File: src/rtl/mos_pkg.sv
package mos_pkg;
   localparam int WORD_W          = 12;
   localparam int MAX_CH          = 4;
   localparam int LATENCY_CYC     = 5;
   localparam int MARKER_BASE_CYC = 7;
   localparam logic [11:0] CODE_BIN_FULL = 12'hFFF;
   localparam logic [11:0] CODE_BIN_MID  = 12'h800;
   localparam logic [11:0] CODE_BIN_ZERO = 12'h000;
   localparam logic [11:0] CODE_TC_FLIP  = 12'h800;
   localparam logic [11:0] DATA_RESET    = 12'h000;
   localparam int RATE_MAX_KSPS   = 6000;
   localparam int CLK_HZ          = 25000000;
   localparam int MIN_CONV_PERIOD_CYC = (CLK_HZ + RATE_MAX_KSPS * 1000 - 1) / (RATE_MAX_KSPS * 1000);
endpackage

File: src/rtl/mos_sequencer.sv
`timescale 1ns/1ns
module mos_sequencer
   import mos_pkg::*;
(
   // clock and reset
   input  wire logic              clk_in,
   input  wire logic              rst_in,
   // link pins
   input  wire logic              conversion_clock_in,
   input  wire logic              select_active_low_n_in,
   input  wire logic              select_active_high_in,
   input  wire logic              read_n_in,
   input  wire logic              marker_reset_in,
   // configuration
   input  wire logic [1:0]        chan_count_m1_in,
   input  wire logic              twos_comp_in,
   // sampled channel codes, binary
   input  wire logic [4*WORD_W-1:0] sample_codes_in,
   // data bus
   output logic [WORD_W-1:0]      data_out,
   output logic                   data_oe_n_out,
   output logic                   marker_n_out,
   output logic                   marker_oe_n_out
);
   logic [2:0]        pin_sync;
   logic              conv_s;
   logic              conv_d_reg;
   logic              conv_fall;
   logic              strobe;
   logic [WORD_W-1:0] pipe_reg [LATENCY_CYC];
   logic [1:0]        chan_pipe_reg [LATENCY_CYC];
   logic [4*WORD_W-1:0] hold_reg;
   logic [1:0]        slot_reg;
   logic [3:0]        marker_wait_reg;
   logic              marker_armed_reg;
   logic              multi;
   logic [WORD_W-1:0] out_word;

   mos_sync2 #(.W(3)) u_sync
   (
      .clk_in (clk_in),
      .rst_in (rst_in),
      .d_in   ({conversion_clock_in, select_active_low_n_in, select_active_high_in}),
      .q_out  (pin_sync)
   );
   logic read_s;
   mos_sync2 #(.W(1)) u_sync_rd
   (
      .clk_in (clk_in),
      .rst_in (rst_in),
      .d_in   (read_n_in),
      .q_out  (read_s)
   );

   assign conv_s    = pin_sync[2];
   assign conv_fall = conv_d_reg & ~conv_s;
   assign strobe    = ~pin_sync[1] & pin_sync[0] & ~read_s;
   assign multi     = chan_count_m1_in != 2'd0;

   always_ff @(posedge clk_in or posedge rst_in)
   begin
      if (rst_in)
         conv_d_reg <= 1'b0;
      else
         conv_d_reg <= conv_s;
   end

   // slot counter, samples latched at slot zero
   always_ff @(posedge clk_in or posedge rst_in)
   begin
      if (rst_in)
      begin
         slot_reg <= 2'd0;
         hold_reg <= '0;
      end
      // restart so channel one leaves the pipe on the marker count
      else if (marker_reset_in)
         slot_reg <= chan_count_m1_in - 2'd1;
      else if (conv_fall)
      begin
         if (slot_reg >= chan_count_m1_in)
         begin
            slot_reg <= 2'd0;
            hold_reg <= sample_codes_in;
         end
         else
            slot_reg <= slot_reg + 2'd1;
      end
   end

   // five-stage pipeline of words and channel tags
   always_ff @(posedge clk_in or posedge rst_in)
   begin
      if (rst_in)
      begin
         for (int i = 0; i < LATENCY_CYC; i++)
         begin
            pipe_reg[i]      <= DATA_RESET;
            chan_pipe_reg[i] <= 2'd0;
         end
      end
      else if (conv_fall)
      begin
         pipe_reg[0]      <= (slot_reg >= chan_count_m1_in) ? sample_codes_in[WORD_W-1:0]
                             : hold_reg[WORD_W*(slot_reg+2'd1) +: WORD_W];
         chan_pipe_reg[0] <= (slot_reg >= chan_count_m1_in) ? 2'd0 : slot_reg + 2'd1;
         for (int i = 1; i < LATENCY_CYC; i++)
         begin
            pipe_reg[i]      <= pipe_reg[i-1];
            chan_pipe_reg[i] <= chan_pipe_reg[i-1];
         end
      end
   end

   assign out_word = twos_comp_in ? (pipe_reg[LATENCY_CYC-1] ^ CODE_TC_FLIP)
                                  : pipe_reg[LATENCY_CYC-1];

   // output word and bus enable
   always_ff @(posedge clk_in or posedge rst_in)
   begin
      if (rst_in)
      begin
         data_out      <= DATA_RESET;
         data_oe_n_out <= 1'b1;
      end
      else
      begin
         if (conv_fall)
            data_out <= out_word;
         data_oe_n_out <= ~strobe;
      end
   end

   // marker: held off after marker_reset_in for base plus channel count edges
   always_ff @(posedge clk_in or posedge rst_in)
   begin
      if (rst_in)
      begin
         marker_wait_reg  <= 4'd0;
         marker_armed_reg <= 1'b0;
         marker_n_out     <= 1'b1;
         marker_oe_n_out  <= 1'b1;
      end
      else if (marker_reset_in)
      begin
         marker_wait_reg  <= 4'(MARKER_BASE_CYC) + {2'b00, chan_count_m1_in} + 4'd1;
         marker_armed_reg <= 1'b0;
         marker_n_out     <= 1'b1;
      end
      else
      begin
         marker_oe_n_out <= ~multi;
         if (conv_fall)
         begin
            if (marker_wait_reg > 4'd1)
               marker_wait_reg <= marker_wait_reg - 4'd1;
            else
               marker_armed_reg <= 1'b1;
            marker_n_out <= ~(multi && (marker_armed_reg || marker_wait_reg == 4'd1)
                              && chan_pipe_reg[LATENCY_CYC-1] == 2'd0);
         end
      end
   end

   property p_oe_follows_strobe;
      @(posedge clk_in) disable iff (rst_in)
      strobe |=> !data_oe_n_out;
   endproperty
   a_oe_follows_strobe: assert property (p_oe_follows_strobe) else $error("bus not driven on read");

   property p_idle_hiz;
      @(posedge clk_in) disable iff (rst_in)
      !strobe |=> data_oe_n_out;
   endproperty
   a_idle_hiz: assert property (p_idle_hiz) else $error("bus driven without read");

   property p_single_marker_off;
      @(posedge clk_in) disable iff (rst_in)
      (!multi && !marker_reset_in) |=> marker_oe_n_out && marker_n_out;
   endproperty
   a_single_marker_off: assert property (p_single_marker_off) else $error("marker active in single mode");

   property p_word_update;
      @(posedge clk_in) disable iff (rst_in)
      conv_fall |=> data_out == $past(out_word);
   endproperty
   a_word_update: assert property (p_word_update) else $error("word not updated at edge");

   property p_marker_chan_one;
      @(posedge clk_in) disable iff (rst_in)
      (conv_fall && !marker_reset_in && chan_pipe_reg[LATENCY_CYC-1] != 2'd0) |=> marker_n_out;
   endproperty
   a_marker_chan_one: assert property (p_marker_chan_one) else $error("marker on wrong channel");

   property p_marker_held_off;
      @(posedge clk_in) disable iff (rst_in)
      marker_reset_in |=> marker_n_out && !marker_armed_reg;
   endproperty
   a_marker_held_off: assert property (p_marker_held_off) else $error("marker not reset");

   property p_slot_wrap;
      @(posedge clk_in) disable iff (rst_in)
      (conv_fall && !marker_reset_in && slot_reg >= chan_count_m1_in) |=> slot_reg == 2'd0;
   endproperty
   a_slot_wrap: assert property (p_slot_wrap) else $error("slot did not wrap");

   property p_slot_step;
      @(posedge clk_in) disable iff (rst_in)
      (conv_fall && !marker_reset_in && slot_reg < chan_count_m1_in) |=> slot_reg == $past(slot_reg) + 2'd1;
   endproperty
   a_slot_step: assert property (p_slot_step) else $error("slot did not advance");

   property p_slot_restart;
      @(posedge clk_in) disable iff (rst_in)
      marker_reset_in |=> slot_reg == $past(chan_count_m1_in) - 2'd1;
   endproperty
   a_slot_restart: assert property (p_slot_restart) else $error("slot not restarted");

   property p_format;
      @(posedge clk_in) disable iff (rst_in)
      conv_fall |=> data_out == {$past(pipe_reg[LATENCY_CYC-1][WORD_W-1]) ^ $past(twos_comp_in),
                                 $past(pipe_reg[LATENCY_CYC-1][WORD_W-2:0])};
   endproperty
   a_format: assert property (p_format) else $error("output coding wrong");
endmodule // mos_sequencer

File: src/rtl/mos_sync2.sv
`timescale 1ns/1ns
module mos_sync2 #(parameter int W = 1)
(
   // clock and reset
   input  wire logic         clk_in,
   input  wire logic         rst_in,
   // async in, synced out
   input  wire logic [W-1:0] d_in,
   output logic      [W-1:0] q_out
);
   logic [W-1:0] meta_reg;

   always_ff @(posedge clk_in or posedge rst_in)
   begin
      if (rst_in)
      begin
         meta_reg <= '0;
         q_out    <= '0;
      end
      else
      begin
         meta_reg <= d_in;
         q_out    <= meta_reg;
      end
   end
endmodule // mos_sync2

File: config.mk
export PLATFORM = sky130hd
export DESIGN_NAME = mos_sequencer
export DESIGN_NICKNAME = d
export VERILOG_FILES = /design/src/rtl/mos_pkg.sv /design/src/rtl/mos_sequencer.sv /design/src/rtl/mos_sync2.sv
export SDC_FILE = /design/constraint.sdc
export NUM_CORES = 1
export LEC_CHECK = 0
export BUFFER_PORTS_ARGS = -buffer_cell sky130_fd_sc_hd__buf_2
export CAP_MARGIN = 0
export CORE_ASPECT_RATIO = 0.6
export CORE_MARGIN = 2
export CORE_UTILIZATION = 52
export DETAILED_ROUTE_END_ITERATION = 8
export GPL_TIMING_DRIVEN = 0
export PLACE_DENSITY_LB_ADDON = 0.25
export SLEW_MARGIN = 5
export SYNTH_ARGS = -nofsm -noshare
export SYNTH_HDL_FRONTEND = slang
export SYNTH_SLANG_ARGS = --single-unit
export TNS_END_PERCENT = 5
File: constraint.sdc
create_clock -name clk_in -period 3.7 [get_ports clk_in]
set_input_delay 0.185 -clock clk_in [delete_from_list [all_inputs] [get_ports clk_in]]
set_output_delay 0.185 -clock clk_in [all_outputs]
set_load 0.02 [all_outputs]
==> metrics.yaml <==
sta:
  hold_violations: 0
  setup_viol: 0
  worst-slew-pin-transition_ns: 0.8756
  timing.hold.ws_ns: 0.01031
  min_period_ns: 2.893
  rsz0062_at_grt: "false"
  fin_crit_sh: 0.7819
  fmax_ghz: 0.3456
  fin_setup_tns_ns: 0
  relSlewSlack: 0.4150
  slew_violations: 0
  clock_skew_ns: 0.005076
  fin_ws_ns: 0.8068
routing:
  via_per_inst: 5.126
  wire_per_inst_um: 15.46
  first_iter_violations: 251
  vias: 4029
  wirelength_mm: 12.15
  drc_errors: 0
  dr.pass1.iters: 5
  drtAntennaViolNets: 0
clock_tree:
  numCtsBuffers: 17
  clkLatencyLatePin_ns: 0.41
  tritoncts: "done"
  clockBufferDepth: 2
  clk_pin_slew_ns: 0.05
  clock-root-buffer: "clkbuf_16"
  post_cts_buffers: 0
  cts.sinks: 137
  ctsResizeCount: 0
  cts_max_level: 4
setup_path:
  worstPathMaxFanout: 10
  worstSetupPathType: "reg -> reg"
  required_ns: 3.99
  crit_path_end_kind: "register"
  worstPathArrival_ns: 3.18
  start_kind: "register"
pwr:
  swShare: 0.2665
  clkPwrFrac: 0.342
  total_power_mw: 4.281
  power_density_nw_per_um2: 612.2
  p_int_mw: 3.140
  combPwrFrac: 0.182
  p_leak_nw: 3.621
  seqPwrFrac: 0.476
  switching_power_mw: 1.141
  peakVddDrop_mv: 0.3415
yosys:
  synth_area_um2: 5654
  yosys-top-cells-area: "dfrtp_1, nand2_1, mux2_4"
  synth_flop_cell: "dfrtp_1"
  yosys_warnings: 0
  synth_cell_types: 35
  netlist_instances: 522
  synth_common_cells: "nand2_1, dfrtp_1, mux2_4"
  syn-num-nets: 585
  synth_most_common_cell: "nand2_1"
  synth_top_area_share: 0.5931
  synth_edf_count: 0
  async_flop_share: 1.000
  yosysSeqAreaShare: 0.6070
  synth_area_leader_cell: "dfrtp_1"
  ys_ff_latch: 137
  synth.avg_cell_area_um2: 10.83
finish:
  areaGrowthSynthToFinish_pct: 23.68
  post-route-util: 0.6600
  fin_nets: 700
  largest_reg_flops: 60
  n_antenna_cell: 0
  drive_gt1_frac: 0.2597
floorplan:
  initial_utilization: 0.5337
  die_w_um: 138.6
  core-area_um2: 10600
  io_pins: 73
  dieArea_um2: 11750
  die_y_um: 84.77
  core.rowCount: 29
grt:
  first_global_vias: 4084
  overflow: 0
  grt_usage: 0.2236
  grt_max_degree: 41
  grt_first_pass_wirelength_mm: 20.38
  antenna_found_initial: 0
placed_design:
  dp_hpwl_mm: 8.655
  io_buffer_count: 72
  routabilityCongestion: 0.7958
  dp_slack_ns: 0.9089
run:
  drv_cap: 0
outcome:
  status: "completed"
worst_hold_path:
  min_path_type: "in -> reg"
-- logic make-up (layout without fill, tap and decap cells) --
logic type	after synthesis	in the layout	synth area share
AND/OR/NAND/NOR	236	236	0.1638
flip-flops	137	137	0.6070
AO/OA/AOI/OAI	53	53	0.05931
multiplexers	50	50	0.1195
buffers and inverters	36	161	0.03164
adder cells (fa/ha/maj)	5	5	0.01106
XOR/XNOR	5	5	0.007746
-- critical path, cell delays in order (launching register included) --
cell and delay, ns:
dfrtp_1 0.44, inv_1 0.17, clkbuf_1 0.49, ha_1 0.34, nand2b_2 0.20, a21oi_2 0.26, or3_1 0.18, buf_6 0.16
buf_6 0.20, mux2_4 0.32
-- routing by layer --
metal,vias up,wire length (um),share of wire,GRT usage
li1,1936,-,-,-
met1,1979,5844,0.48,0.3150
met2,110,5562,0.46,0.3456
met3,4,684,0.056,0.07017
met4,0,60,0.0049,0.05234
met5,-,0,0,0
-- cell type report --
class | count | area, um^2
timing repair buffer | 96 | 655.6
inverter | 6 | 26.28
buffer | 30 | 156.4
clock buffer | 25 | 485.5
tap | 139 | 173.9
fill | 818 | 3602
multi-input combinational | 349 | 2043
clock inverter | 4 | 20.02
sequential | 137 | 3432
-- worst paths after layout --
kind / depth (start not counted) / to / from / slack, ns
worst max-delay path: 9 / hold_reg[36]$_DFFE_PP0P_ / slot_reg[0]$_DFFE_PP0P_ / 0.81
worst min-delay path: 2 / hold_reg[17]$_DFFE_PP0P_ / sample_codes_in[17] / 0.01
worst max register to register: 9 / hold_reg[36]$_DFFE_PP0P_ / slot_reg[0]$_DFFE_PP0P_ / 0.81
worst min register to register: 0 / u_sync.q_out[1]$_DFF_PP0_ / u_sync.meta_reg[1]$_DFF_PP0_ / 0.35
max in group asynchronous: 7 / pipe_reg[30]$_DFFE_PP0P_ / rst_in / 1.98
min in group asynchronous: 3 / hold_reg[21]$_DFFE_PP0P_ / rst_in / 0.51
-- repair_timing --
action,4_1_cts,5_1_grt
setup endpoints to repair,0,0
hold buffers,18,2
endpoints found under the hold margin,53,2
-- cells in the final DEF (no fill, tap or decap), types with 4 or more instances in the layout --
cell type        n
buf_6            5
dlygate4sd3_1   20
o21ai_0         28
clkbuf_16       17
clkinv_2         4
nand2_1        220
a221oi_1        12
mux2_2          20
clkbuf_1        23
ha_1             5
buf_2           77
dfrtp_1        134
inv_1            5
nor2_1           5
mux2_4          30
-- metrics by stage --
stage	cells	area [um^2]
2_1_floorplan	522	5658
3_3_place_gp	733	6192
3_5_place_dp	737	6287
4_1_cts	784	6973
5_1_grt	786	6993
6_report	786	6993
-- power groups by stage --
stage / clock, mW / combinational (mW) / sequential, mW
final: 1.46 / 0.777 / 2.04
after global routing: 1.56 / 0.863 / 2.08
after CTS: 1.49 / 0.782 / 2.04
after detailed placement: 0 / 0.762 / 2.05
after global placement: 0 / 0.718 / 2.04
after floorplan: 0 / 0.532 / 2.03
No activity file was read; power rests on OpenSTA's default activity.
